$ cat src/shlat_pkg.sv
package shlat_pkg;

    // geometry
    localparam int unsigned SHLAT_BITS = 64;
    localparam int unsigned SHLAT_LANES = 8;
    localparam int unsigned SHLAT_CHAIN = 8;
    localparam int unsigned SHLAT_FIFO_DEPTH = 4;
    localparam int unsigned SHLAT_FIFO_WIDTH = SHLAT_LANES + 1;
    localparam int unsigned SHLAT_SYNC_WIDTH = 16;

    // timing: internal one-shot clock against the 100 mhz system clock
    localparam int unsigned SHLAT_SYS_CLK_HZ = 100_000_000;
    localparam int unsigned SHLAT_INT_CLK_HZ = 800_000;
    localparam int unsigned SHLAT_TICK_CYCLES =
        SHLAT_SYS_CLK_HZ / SHLAT_INT_CLK_HZ;
    localparam logic [7:0] SHLAT_TICK_LAST = 8'(SHLAT_TICK_CYCLES - 1);

    // register byte offsets
    localparam logic [7:0] SHLAT_OFS_CTRL = 8'h00;
    localparam logic [7:0] SHLAT_OFS_STATUS = 8'h04;
    localparam logic [7:0] SHLAT_OFS_SHIFT_LO = 8'h08;
    localparam logic [7:0] SHLAT_OFS_SHIFT_HI = 8'h0c;
    localparam logic [7:0] SHLAT_OFS_HOLD_LO = 8'h10;
    localparam logic [7:0] SHLAT_OFS_HOLD_HI = 8'h14;

    // control fields and reset values
    localparam int unsigned SHLAT_CTRL_SOFT_EN = 0;
    localparam int unsigned SHLAT_CTRL_DRAIN_HOLD = 1;
    localparam logic SHLAT_RST_SOFT_EN = 1'b1;
    localparam logic SHLAT_RST_DRAIN_HOLD = 1'b0;

    // status fields
    localparam int unsigned SHLAT_STAT_GUARD = 0;
    localparam int unsigned SHLAT_STAT_FULL = 1;
    localparam int unsigned SHLAT_STAT_EMPTY = 2;
    localparam int unsigned SHLAT_STAT_OVF = 3;
    localparam int unsigned SHLAT_STAT_MODE = 4;

    // synchroniser bit positions
    localparam int unsigned SHLAT_SY_SCLK = 0;
    localparam int unsigned SHLAT_SY_LANE = 1;
    localparam int unsigned SHLAT_SY_MODE = 9;
    localparam int unsigned SHLAT_SY_GATE1 = 10;
    localparam int unsigned SHLAT_SY_GATE2 = 11;
    localparam int unsigned SHLAT_SY_EN_B = 12;
    localparam int unsigned SHLAT_SY_CLR_B = 13;
    localparam int unsigned SHLAT_SY_RC_LOW = 14;
    localparam int unsigned SHLAT_SY_RC_HIGH = 15;

    // ahb-lite codes
    localparam logic [1:0] SHLAT_HTRANS_NONSEQ = 2'h2;
    localparam logic SHLAT_HRESP_OKAY = 1'b0;

    // protection one-shot
    typedef enum logic [1:0] {
        SHLAT_G_ARMED,
        SHLAT_G_WAIT_TICK,
        SHLAT_G_FIRED
    } shlat_guard_t;

    typedef struct packed {
        logic [SHLAT_BITS-1:0] shift;
        logic [SHLAT_BITS-1:0] hold1;
        logic [SHLAT_BITS-1:0] hold2;
        logic [SHLAT_BITS-1:0] drv;
        shlat_guard_t guard;
        logic [7:0] tick_cnt;
        logic sclk_prev;
        logic soft_en;
        logic drain_hold;
        logic ovf;
        logic ph_valid;
        logic ph_write;
        logic [7:0] ph_addr;
        logic [31:0] rdata;
    } shlat_state_t;

endpackage

$ cat src/shlat_stream_if.sv
`timescale 1ns/1ns
interface shlat_stream_if #(
    parameter int unsigned WIDTH = 9
);
    logic valid;
    logic ready;
    logic [WIDTH-1:0] data;

    modport src (output valid, output data, input ready);
    modport snk (input valid, input data, output ready);
endinterface

$ cat src/shlat_sync.sv
`timescale 1ns/1ns
module shlat_sync #(
    parameter int unsigned WIDTH = 16
) (
    // clock and reset
    input wire logic clk,
    input wire logic rst_b,
    // asynchronous levels in, agreed levels out
    input wire logic [WIDTH-1:0] async_in,
    output logic [WIDTH-1:0] stable
);
    typedef struct packed {
        logic [WIDTH-1:0] s1;
        logic [WIDTH-1:0] s2;
        logic [WIDTH-1:0] s3;
        logic [WIDTH-1:0] agreed;
    } shlat_sync_state_t;

    shlat_sync_state_t st;
    shlat_sync_state_t next_st;

    // three stages; a bit moves once stages two and three agree
    always_comb begin
        next_st = st;
        next_st.s1 = async_in;
        next_st.s2 = st.s1;
        next_st.s3 = st.s2;
        for (int i = 0; i < WIDTH; i++) begin
            if (st.s2[i] == st.s3[i]) begin
                next_st.agreed[i] = st.s3[i];
            end
        end
    end

    always_ff @(posedge clk) begin
        if (!rst_b) begin
            st <= '0;
        end else begin
            st <= next_st;
        end
    end

    assign stable = st.agreed;
endmodule // shlat_sync

$ cat src/shlat_fifo.sv
`timescale 1ns/1ns
module shlat_fifo #(
    parameter int unsigned WIDTH = 9,
    parameter int unsigned DEPTH = 4
) (
    // clock and reset
    input wire logic clk,
    input wire logic rst_b,
    // fill and drain sides
    shlat_stream_if.snk fill,
    shlat_stream_if.src drain,
    // levels
    output logic full,
    output logic empty
);
    localparam int unsigned AW = $clog2(DEPTH);
    localparam int unsigned CW = $clog2(DEPTH + 1);
    localparam logic [CW-1:0] DEPTH_C = CW'(DEPTH);
    localparam logic [AW-1:0] LAST_C = AW'(DEPTH - 1);

    typedef struct packed {
        logic [DEPTH-1:0][WIDTH-1:0] mem;
        logic [AW-1:0] wp;
        logic [AW-1:0] rp;
        logic [CW-1:0] count;
    } shlat_fifo_state_t;

    shlat_fifo_state_t st;
    shlat_fifo_state_t next_st;
    logic push;
    logic pop;

    // handshakes
    assign full = (st.count == DEPTH_C);
    assign empty = (st.count == '0);
    assign fill.ready = !full;
    assign drain.valid = !empty;
    assign drain.data = st.mem[st.rp];
    assign push = fill.valid && !full;
    assign pop = drain.ready && !empty;

    // pointer and count update
    always_comb begin
        next_st = st;
        if (push) begin
            next_st.mem[st.wp] = fill.data;
            next_st.wp = (st.wp == LAST_C) ? '0 : st.wp + 1'b1;
        end
        if (pop) begin
            next_st.rp = (st.rp == LAST_C) ? '0 : st.rp + 1'b1;
        end
        if (push && !pop) begin
            next_st.count = st.count + 1'b1;
        end else if (pop && !push) begin
            next_st.count = st.count - 1'b1;
        end
    end

    always_ff @(posedge clk) begin
        if (!rst_b) begin
            st <= '0;
        end else begin
            st <= next_st;
        end
    end
endmodule // shlat_fifo

$ cat src/shlat_head_driver.sv
`timescale 1ns/1ns
// Behaviour
// one 64-bit shift register feeds two 64-bit latches that steer 64 drivers.
// the shift register advances on the controller's shift clock.
// mode high loads eight 8-bit chains from eight lanes, low one 64-bit chain.
// a high data bit means its driver is on, a low bit means off.
// bit 63 of the shift register is presented on the tail output.
// each latch follows its input while its gate is high and holds while low.
// drivers may turn on while the enable input is low, its idle level.
// a low clear input empties shift register and both latches.
// drivers are open-drain: pull low when on, float when off.
// the guard output falls at the first internal tick after rc is low.
// the guard output rises again once the rc node is back above high.
// the controller leaves the capacitor enough discharge time between cycles.
// on a shift clock rise each chain's first stage takes data, others shift.
// a driver is on only if latched high, enabled and the guard not expired.
module shlat_head_driver (
    // clock and reset
    input wire logic clk,
    input wire logic rst_b,
    // ahb-lite slave
    input wire logic hsel,
    input wire logic [31:0] haddr,
    input wire logic [1:0] htrans,
    input wire logic hwrite,
    input wire logic [2:0] hsize,
    input wire logic [31:0] hwdata,
    input wire logic hready,
    output logic hreadyout,
    output logic [31:0] hrdata,
    output logic hresp,
    // controller pins
    input wire logic shift_clk,
    input wire logic [shlat_pkg::SHLAT_LANES-1:0] lane_data_in,
    input wire logic mode_sel,
    input wire logic first_hold_gate,
    input wire logic second_hold_gate,
    input wire logic out_enable_b,
    input wire logic clear_b,
    output logic link_ready,
    // rc timing node comparator levels
    input wire logic rc_timing_node_low,
    input wire logic rc_timing_node_high,
    // head side
    output logic [shlat_pkg::SHLAT_BITS-1:0] driver_outputs_out,
    output logic [shlat_pkg::SHLAT_BITS-1:0] driver_outputs_oe,
    output logic last_stage_bit,
    output logic guard_timer_out
);
    import shlat_pkg::*;

    // notes on timing
    // pins are sampled by clk through three stages
    // a pin pulse under two clocks may be lost
    // lanes and mode are taken with the agreed edge
    // so they must stand a few clocks around it
    // a shift edge that meets a full fifo is lost
    // and leaves the overflow flag set
    // latches are clocked copies, one cycle behind
    // drivers follow latch two one cycle later
    // clear wins over a shift in the same cycle
    // the guard tick runs free from reset
    // so the fall comes up to one tick late
    // bus reads return the state at address time
    // writes take effect after the data phase
    // unmapped offsets read zero, writes ignored
    // the guard state is also read back in status
    // drain_hold stalls the fifo drain for test
    // soft_en gates all drivers from software
    // hreadyout is constant: no wait states
    // hresp is constant okay
    // link_ready drops while the fifo is full
    // the controller owns discharge time of the node
    // hsize is ignored: word access only
    // haddr bits above 7 are ignored
    // bits 1:0 of the address are forced to zero

    // whole block state and its next value
    shlat_state_t st;
    shlat_state_t next_st;

    // synchroniser in and out
    logic [SHLAT_SYNC_WIDTH-1:0] raw;
    logic [SHLAT_SYNC_WIDTH-1:0] sy;

    // fifo levels, edge and bus helpers
    logic fifo_full;
    logic fifo_empty;
    logic sclk_rise;
    logic ph_take;
    logic [31:0] rd_mux;

    shlat_stream_if #(.WIDTH(SHLAT_FIFO_WIDTH)) fill_if ();
    shlat_stream_if #(.WIDTH(SHLAT_FIFO_WIDTH)) drain_if ();

    // one step of the register in either loading mode
    function automatic logic [SHLAT_BITS-1:0] shift_step(
        input logic [SHLAT_BITS-1:0] cur,
        input logic [SHLAT_LANES-1:0] lanes,
        input logic parallel
    );
        logic [SHLAT_BITS-1:0] res;
        // serial: whole register moves by one
        res = {cur[SHLAT_BITS-2:0], lanes[0]};
        // parallel: eight chains of eight
        if (parallel) begin
            for (int k = 0; k < SHLAT_LANES; k++) begin
                res[k*SHLAT_CHAIN] = lanes[k];
                for (int j = 1; j < SHLAT_CHAIN; j++) begin
                    res[k*SHLAT_CHAIN+j] = cur[k*SHLAT_CHAIN+j-1];
                end
            end
        end
        return res;
    endfunction

    // register read decode
    function automatic logic [31:0] reg_read(
        input shlat_state_t s,
        input logic [7:0] addr,
        input logic [SHLAT_SYNC_WIDTH-1:0] lv,
        input logic full,
        input logic empty
    );
        logic [31:0] v;
        v = 32'h0000_0000;
        unique case (addr)
            SHLAT_OFS_CTRL: begin
                v[SHLAT_CTRL_SOFT_EN] = s.soft_en;
                v[SHLAT_CTRL_DRAIN_HOLD] = s.drain_hold;
            end
            SHLAT_OFS_STATUS: begin
                // status bit 0 mirrors the guard output
                v[SHLAT_STAT_GUARD] = (s.guard != SHLAT_G_FIRED);
                v[SHLAT_STAT_FULL] = full;
                v[SHLAT_STAT_EMPTY] = empty;
                v[SHLAT_STAT_OVF] = s.ovf;
                v[SHLAT_STAT_MODE] = lv[SHLAT_SY_MODE];
            end
            SHLAT_OFS_SHIFT_LO: v = s.shift[31:0];
            SHLAT_OFS_SHIFT_HI: v = s.shift[63:32];
            SHLAT_OFS_HOLD_LO: v = s.hold2[31:0];
            SHLAT_OFS_HOLD_HI: v = s.hold2[63:32];
            default: v = 32'h0000_0000;
        endcase
        return v;
    endfunction

    // pin inputs through the three-stage synchroniser
    assign raw = {rc_timing_node_high, rc_timing_node_low, clear_b,
                  out_enable_b, second_hold_gate, first_hold_gate,
                  mode_sel, lane_data_in, shift_clk};

    shlat_sync #(.WIDTH(SHLAT_SYNC_WIDTH)) u_sync (
        .clk(clk),
        .rst_b(rst_b),
        .async_in(raw),
        .stable(sy)
    );

    // shift clock edge
    assign sclk_rise = sy[SHLAT_SY_SCLK] && !st.sclk_prev;

    // capture lanes and mode at each shift clock rise
    assign fill_if.valid = sclk_rise;
    assign fill_if.data = {sy[SHLAT_SY_MODE],
                           sy[SHLAT_SY_LANE +: SHLAT_LANES]};
    assign drain_if.ready = !st.drain_hold && sy[SHLAT_SY_CLR_B];
    assign link_ready = fill_if.ready;

    shlat_fifo #(
        .WIDTH(SHLAT_FIFO_WIDTH),
        .DEPTH(SHLAT_FIFO_DEPTH)
    ) u_fifo (
        .clk(clk),
        .rst_b(rst_b),
        .fill(fill_if.snk),
        .drain(drain_if.src),
        .full(fifo_full),
        .empty(fifo_empty)
    );

    // bus handshake: zero wait, always okay
    assign hreadyout = 1'b1;
    assign hresp = SHLAT_HRESP_OKAY;
    assign hrdata = st.rdata;
    assign ph_take = hsel && hready && (htrans == SHLAT_HTRANS_NONSEQ);
    assign rd_mux = reg_read(st, {haddr[7:2], 2'b00}, sy, fifo_full,
                             fifo_empty);

    // next state of the whole block
    always_comb begin
        next_st = st;
        next_st.sclk_prev = sy[SHLAT_SY_SCLK];

        // chains advance from the fifo
        if (drain_if.valid && drain_if.ready) begin
            // mode picks chain layout
            next_st.shift = shift_step(st.shift,
                drain_if.data[SHLAT_LANES-1:0],
                drain_if.data[SHLAT_LANES]);
        end

        // two latch stages in series
        // transparent while gate high
        if (sy[SHLAT_SY_GATE1]) begin
            next_st.hold1 = st.shift;
        end
        if (sy[SHLAT_SY_GATE2]) begin
            next_st.hold2 = st.hold1;
        end

        // clear pin empties data path
        if (!sy[SHLAT_SY_CLR_B]) begin
            next_st.shift = '0;
            next_st.hold1 = '0;
            next_st.hold2 = '0;
        end

        // internal one-shot clock divider
        // free-running, independent of the rc node
        next_st.tick_cnt = (st.tick_cnt == SHLAT_TICK_LAST) ?
                           8'h00 : st.tick_cnt + 8'h01;

        // fall on internal tick after rc low
        unique case (st.guard)
            SHLAT_G_ARMED: begin
                // wait for a synchronised rc low
                if (sy[SHLAT_SY_RC_LOW]) begin
                    next_st.guard = SHLAT_G_WAIT_TICK;
                end
            end
            SHLAT_G_WAIT_TICK: begin
                // fall only on an internal tick
                if (st.tick_cnt == SHLAT_TICK_LAST) begin
                    next_st.guard = SHLAT_G_FIRED;
                end
            end
            SHLAT_G_FIRED: begin
                // recharge rearms
                if (sy[SHLAT_SY_RC_HIGH]) begin
                    next_st.guard = SHLAT_G_ARMED;
                end
            end
            default: next_st.guard = SHLAT_G_ARMED;
        endcase

        // latched, enabled and guard alive
        // enable low lets drivers on
        // high bit means on
        // registered so the drivers never glitch
        next_st.drv = st.hold2 & {SHLAT_BITS{!sy[SHLAT_SY_EN_B]
            && (st.guard != SHLAT_G_FIRED) && st.soft_en}};


        // address phase capture and read data
        next_st.ph_valid = ph_take;
        if (ph_take) begin
            next_st.ph_write = hwrite;
            next_st.ph_addr = {haddr[7:2], 2'b00};
            if (!hwrite) begin
                // read data latched at address time
                next_st.rdata = rd_mux;
            end
        end

        // data phase writes
        if (st.ph_valid && st.ph_write) begin
            if (st.ph_addr == SHLAT_OFS_CTRL) begin
                next_st.soft_en = hwdata[SHLAT_CTRL_SOFT_EN];
                next_st.drain_hold = hwdata[SHLAT_CTRL_DRAIN_HOLD];
            end
            // status is read-only but for the overflow bit
            if (st.ph_addr == SHLAT_OFS_STATUS &&
                hwdata[SHLAT_STAT_OVF]) begin
                next_st.ovf = 1'b0;
            end
        end

        // overflow sticky, set wins over clear
        if (sclk_rise && !fill_if.ready) begin
            next_st.ovf = 1'b1;
        end
    end

    // state register
    always_ff @(posedge clk) begin
        if (!rst_b) begin
            st <= '0;
            // soft_en resets high; guard and drain_hold are set to their zero resets
            st.guard <= SHLAT_G_ARMED;
            st.soft_en <= SHLAT_RST_SOFT_EN;
            st.drain_hold <= SHLAT_RST_DRAIN_HOLD;
        end else begin
            st <= next_st;
        end
    end

    // open-drain: pull low when on
    assign driver_outputs_out = '0;
    assign driver_outputs_oe = st.drv;
    // cascade tail
    assign last_stage_bit = st.shift[SHLAT_BITS-1];

    // guard pin high while the one-shot is alive
    assign guard_timer_out = (st.guard != SHLAT_G_FIRED);
endmodule // shlat_head_driver

$ cat config.mk
export PLATFORM = sky130hd
export DESIGN_NAME = shlat_head_driver
export DESIGN_NICKNAME = d
export VERILOG_FILES = /design/src/shlat_pkg.sv /design/src/shlat_stream_if.sv /design/src/shlat_sync.sv /design/src/shlat_fifo.sv /design/src/shlat_head_driver.sv
export SDC_FILE = /design/constraint.sdc
export NUM_CORES = 1
export LEC_CHECK = 0
export ABC_AREA = 1
export BUFFER_PORTS_ARGS = -buffer_cell sky130_fd_sc_hd__buf_2
export CAP_MARGIN = 20
export CORE_AREA = 2 2 227 229
export DETAILED_ROUTE_END_ITERATION = 10
export DIE_AREA = 0 0 229 231
export GPL_ROUTABILITY_DRIVEN = 0
export PLACE_DENSITY = 0.6
export SLEW_MARGIN = 25
export SYNTH_ARGS = -nofsm -noshare
export SYNTH_HDL_FRONTEND = slang
export SYNTH_SLANG_ARGS = --single-unit
export TNS_END_PERCENT = 100
$ cat constraint.sdc
create_clock -name clk -period 2.6 [get_ports clk]
set_input_delay 0 -clock clk [delete_from_list [all_inputs] [get_ports clk]]
set_output_delay 0 -clock clk [all_outputs]
set_load 0.02 [all_outputs]
==> qor.json <==
{
  "status": {"value": "finished clean"},
  "critical-path-slowest-cell": {"value": "sky130_fd_sc_hd__dlygate4sd3_1"},
  "via_count": {"value": 12442},
  "timing.critical_path.buf_inv": {"value": 5},
  "finalClockSkew": {"value": 17.8, "unit": "ps"},
  "crit_fanout": {"value": 27},
  "root_buffer_cell": {"value": "sky130_fd_sc_hd__clkbuf_16"},
  "post_cts.repair.setup_buffers": {"value": 0},
  "numCtsBuffers": {"value": 45},
  "layout.cells.most_common": {"value": "sky130_fd_sc_hd__dfxtp_1"},
  "htree_num_levels": {"value": 2},
  "cts.clk_slew.worst_paths": {"value": 60, "unit": "ps"},
  "timing.setup.critical_path_class": {"value": "input port to flop"},
  "globalRoute.totalOverflow": {"value": 0},
  "post_synth_instance_area": {"value": 0.0164, "unit": "mm2"},
  "final_min_period_over_clock_period": {"value": 82.3, "unit": "%"},
  "drv.max_cap_violation_count": {"value": 0},
  "netlist_instances": {"value": 2074},
  "vdd.ir_drop.worst": {"value": 0.401, "unit": "mV"},
  "multi_input_comb_area": {"value": 0.00572, "unit": "mm2"},
  "crit_family": {"value": "buffers and inverters"},
  "grt_pass1_wl": {"value": 59100, "unit": "um"},
  "layoutNonFillerInstCount": {"value": 2805},
  "overall_die_area": {"value": 0.0529, "unit": "mm2"},
  "fillerInstances": {"value": 5318},
  "final_core_util": {"value": 36.4, "unit": "%"},
  "placed_cells_incl_taps": {"value": 2692},
  "drt_first_pass_iters": {"value": 5},
  "postRouteWirelength": {"value": 36700, "unit": "um"},
  "seq_area": {"value": 0.00835, "unit": "mm2"},
  "io-pin-count": {"value": 255},
  "numClockSinks": {"value": 417},
  "clkLatencyLatePin": {"value": 580, "unit": "ps"},
  "postCtsHoldBufs": {"value": 31},
  "grt_pass1_vias": {"value": 11357},
  "max_freq": {"value": 0.467, "unit": "GHz"},
  "sequential_share_of_the_synthesized_area": {"value": 50.8, "unit": "%"},
  "flow.area_growth_from_synthesis": {"value": 12.3, "unit": "%"},
  "crit_path_cells": {"value": "dlygate4sd3_1, buf_2, inv_1, nand4_2, dlygate4sd3_1, nor2_2, nand2_1, a21oi_4, buf_4, nand2_1, nand2_1"},
  "post_cts_resized": {"value": 0},
  "hpwlAfterDp": {"value": 23900, "unit": "um"},
  "most_frequent_cells_in_the_layout": {"value": "sky130_fd_sc_hd__dfxtp_1, sky130_fd_sc_hd__a21oi_1, sky130_fd_sc_hd__o21ai_0, sky130_fd_sc_hd__nand2_1, sky130_fd_sc_hd__nor2_1"},
  "ys_ff_latch": {"value": 417},
  "synthDominantCellAreaShare": {"value": 50.8, "unit": "%"},
  "share_of_cells_above_drive_strength_1": {"value": 12.4, "unit": "%"},
  "power.leakage": {"value": 7.48, "unit": "nW"},
  "yosys.cell_types.count": {"value": 34},
  "placeableCoreArea": {"value": 0.0507, "unit": "mm2"},
  "grt_usage": {"value": 13.6, "unit": "%"},
  "post_synth_main_area_contributors": {"value": "sky130_fd_sc_hd__dfxtp_1, sky130_fd_sc_hd__a21oi_1, sky130_fd_sc_hd__buf_4, sky130_fd_sc_hd__o21ai_0, sky130_fd_sc_hd__nand2_1"},
  "drt_iter0_drc": {"value": 731},
  "drt-wirelength-per-cell": {"value": 13.1, "unit": "um"},
  "min_clock_period_post_route": {"value": 2140, "unit": "ps"},
  "worst_hold_check_path_type": {"value": "input port to flop"},
  "relSlewSlack": {"value": 42.4, "unit": "%"},
  "fp.dieW": {"value": 229, "unit": "um"},
  "number_of_diodes": {"value": 0},
  "number_of_nets_with_antenna_violations_after_routing": {"value": 0},
  "number_of_buffers_on_the_longest_clock_path": {"value": 3},
  "timing.critical_path.arrival": {"value": 2650, "unit": "ps"},
  "worstSetupEndpointType": {"value": "flop"},
  "floorplan.die.height": {"value": 231, "unit": "um"},
  "port_buffers": {"value": 130},
  "syn-mean-instance-area": {"value": 7.92, "unit": "um2"},
  "timing.critical_path.required": {"value": 3110, "unit": "ps"},
  "initial_cell_density_of_the_core": {"value": 32.4, "unit": "%"},
  "largest_net_degree_at_the_start_of_global_routing": {"value": 111},
  "avgViaCountPerCell": {"value": 4.44},
  "cts_tree": {"value": "done"},
  "drcViolationCount": {"value": 0},
  "timing.final.setup_violations": {"value": 0},
  "totalNegativeSetupSlack": {"value": 0, "unit": "ps"},
  "critical_path.most_common_cell": {"value": "sky130_fd_sc_hd__nand2_1"},
  "timing_worst_slew_pin_value": {"value": 863, "unit": "ps"},
  "grt_antenna_before_repair": {"value": 0},
  "slew_viol_final": {"value": 0},
  "finalHoldViolations": {"value": 0},
  "power": {"value": 13.2, "unit": "mW"},
  "critPathLaunchType": {"value": "input port"},
  "nNetsFinal": {"value": 2190},
  "total_power_density_per_cell_area": {"value": 713, "unit": "mW/mm2"},
  "yosysWarnings": {"value": 0},
  "rsz0062_at_grt": {"value": "no"},
  "post-synth-top-area-cell": {"value": "sky130_fd_sc_hd__dfxtp_1"},
  "crit_path_max_incr_delay": {"value": 630, "unit": "ps"},
  "std_cell_rows": {"value": 83}
}
## where the power goes
| group | switching [mW] | total, mW | internal, mW |
|---|---|---|---|
| clock network | 2.64 | 6.39 | 3.74 |
| registers | 0.0216 | 6.45 | 6.43 |
| logic | 0.233 | 0.321 | 0.0878 |
## metrics by stage
| step | hold WS, ps | setup WS [ps] | area (um2) |
|---|---|---|---|
| 5_1_grt | 155 | 310 | 18500 |
| 6_report | 142 | 459 | 18500 |
| 3_3_place_gp | 193 | 657 | 16600 |
| 3_5_place_dp | 185 | 611 | 16600 |
| 4_1_cts | 108 | 479 | 18400 |
| 2_1_floorplan | 97.6 | 541 | 16700 |
## logic make-up after synthesis
family	after synthesis	synth area share [%]
xor+xnor	3	0.160
other cells	2	0.0457
simple gates	629	16.4
compound gates	515	16.0
buf+inv	499	15.9
flops	417	50.8
fa+ha+maj	9	0.731
## per-layer routing
metal | global-route usage, % | up-vias | wire length, um
met1 | 18.0 | 5672 | 17300
li1 | - | 6453 | -
met2 | 22.3 | 260 | 16900
met5 | 0 | - | 0
met3 | 2.92 | 57 | 1830
met4 | 4.08 | 0 | 791
## Yosys cell counts, drive strengths merged
master  instances
dfxtp         417
a21oi         255
nor2          251
nand2         248
o21ai         247
inv           223
buf           209
nor3           67
clkbuf         64
nand3          48
nand4          11
a211oi         10
ha              8
clkinv          3
xor2            3
conb            2
o21bai          2
a21o            1
and2            1
fa              1
nand3b          1
nor3b           1
or2             1
## worst reg2reg max path, cell delays in order (launching register included)
cell	delay, ps
sky130_fd_sc_hd__dfxtp_1	360
sky130_fd_sc_hd__inv_1	80
sky130_fd_sc_hd__nand3_1	170
sky130_fd_sc_hd__nand2_4	150
sky130_fd_sc_hd__inv_1	90
sky130_fd_sc_hd__ha_1	130
sky130_fd_sc_hd__inv_1	70
sky130_fd_sc_hd__fa_1	400
sky130_fd_sc_hd__nor2_1	140
sky130_fd_sc_hd__nor2_1	50
sky130_fd_sc_hd__nand2_1	70
sky130_fd_sc_hd__o21ai_0	70
sky130_fd_sc_hd__a21oi_1	140
## path summary, 6_finish.rpt
path,from,endpoint,slack (ps),depth (start not counted)
max,htrans[0],hrdata[19]$_SDFFE_PN0P_,460,11
min,first_hold_gate,u_sync.next_st[42]$_SDFF_PN0_,140,4
max reg2reg,u_fifo.st[1]$_SDFFE_PN0P_,u_fifo.st[2]$_SDFFE_PN0P_,600,12
min reg2reg,u_sync.next_st[43]$_SDFF_PN0_,u_sync.next_st[27]$_SDFF_PN0_,400,2
## cell type report
class,instances,area share [%]
clock buffers,64,7.14
clock inverters,17,0.929
inverters,226,4.60
multi-input cells,1222,31.0
flip-flops and latches,417,45.2
well taps,680,4.61
repair buffers,179,6.47
## flip-flops by register name (all words and copies together), names as in the netlist
| signal | cells |
|---|---|
| u_fifo.st | 43 |
| u_sync.st | 16 |
| u_sync.next_st | 32 |
| last_stage_bit | 1 |
| st | 213 |
| hrdata | 32 |
| u_sync.stable | 16 |
| driver_outputs_oe | 64 |
No activity file was read; power rests on OpenSTA's default activity.
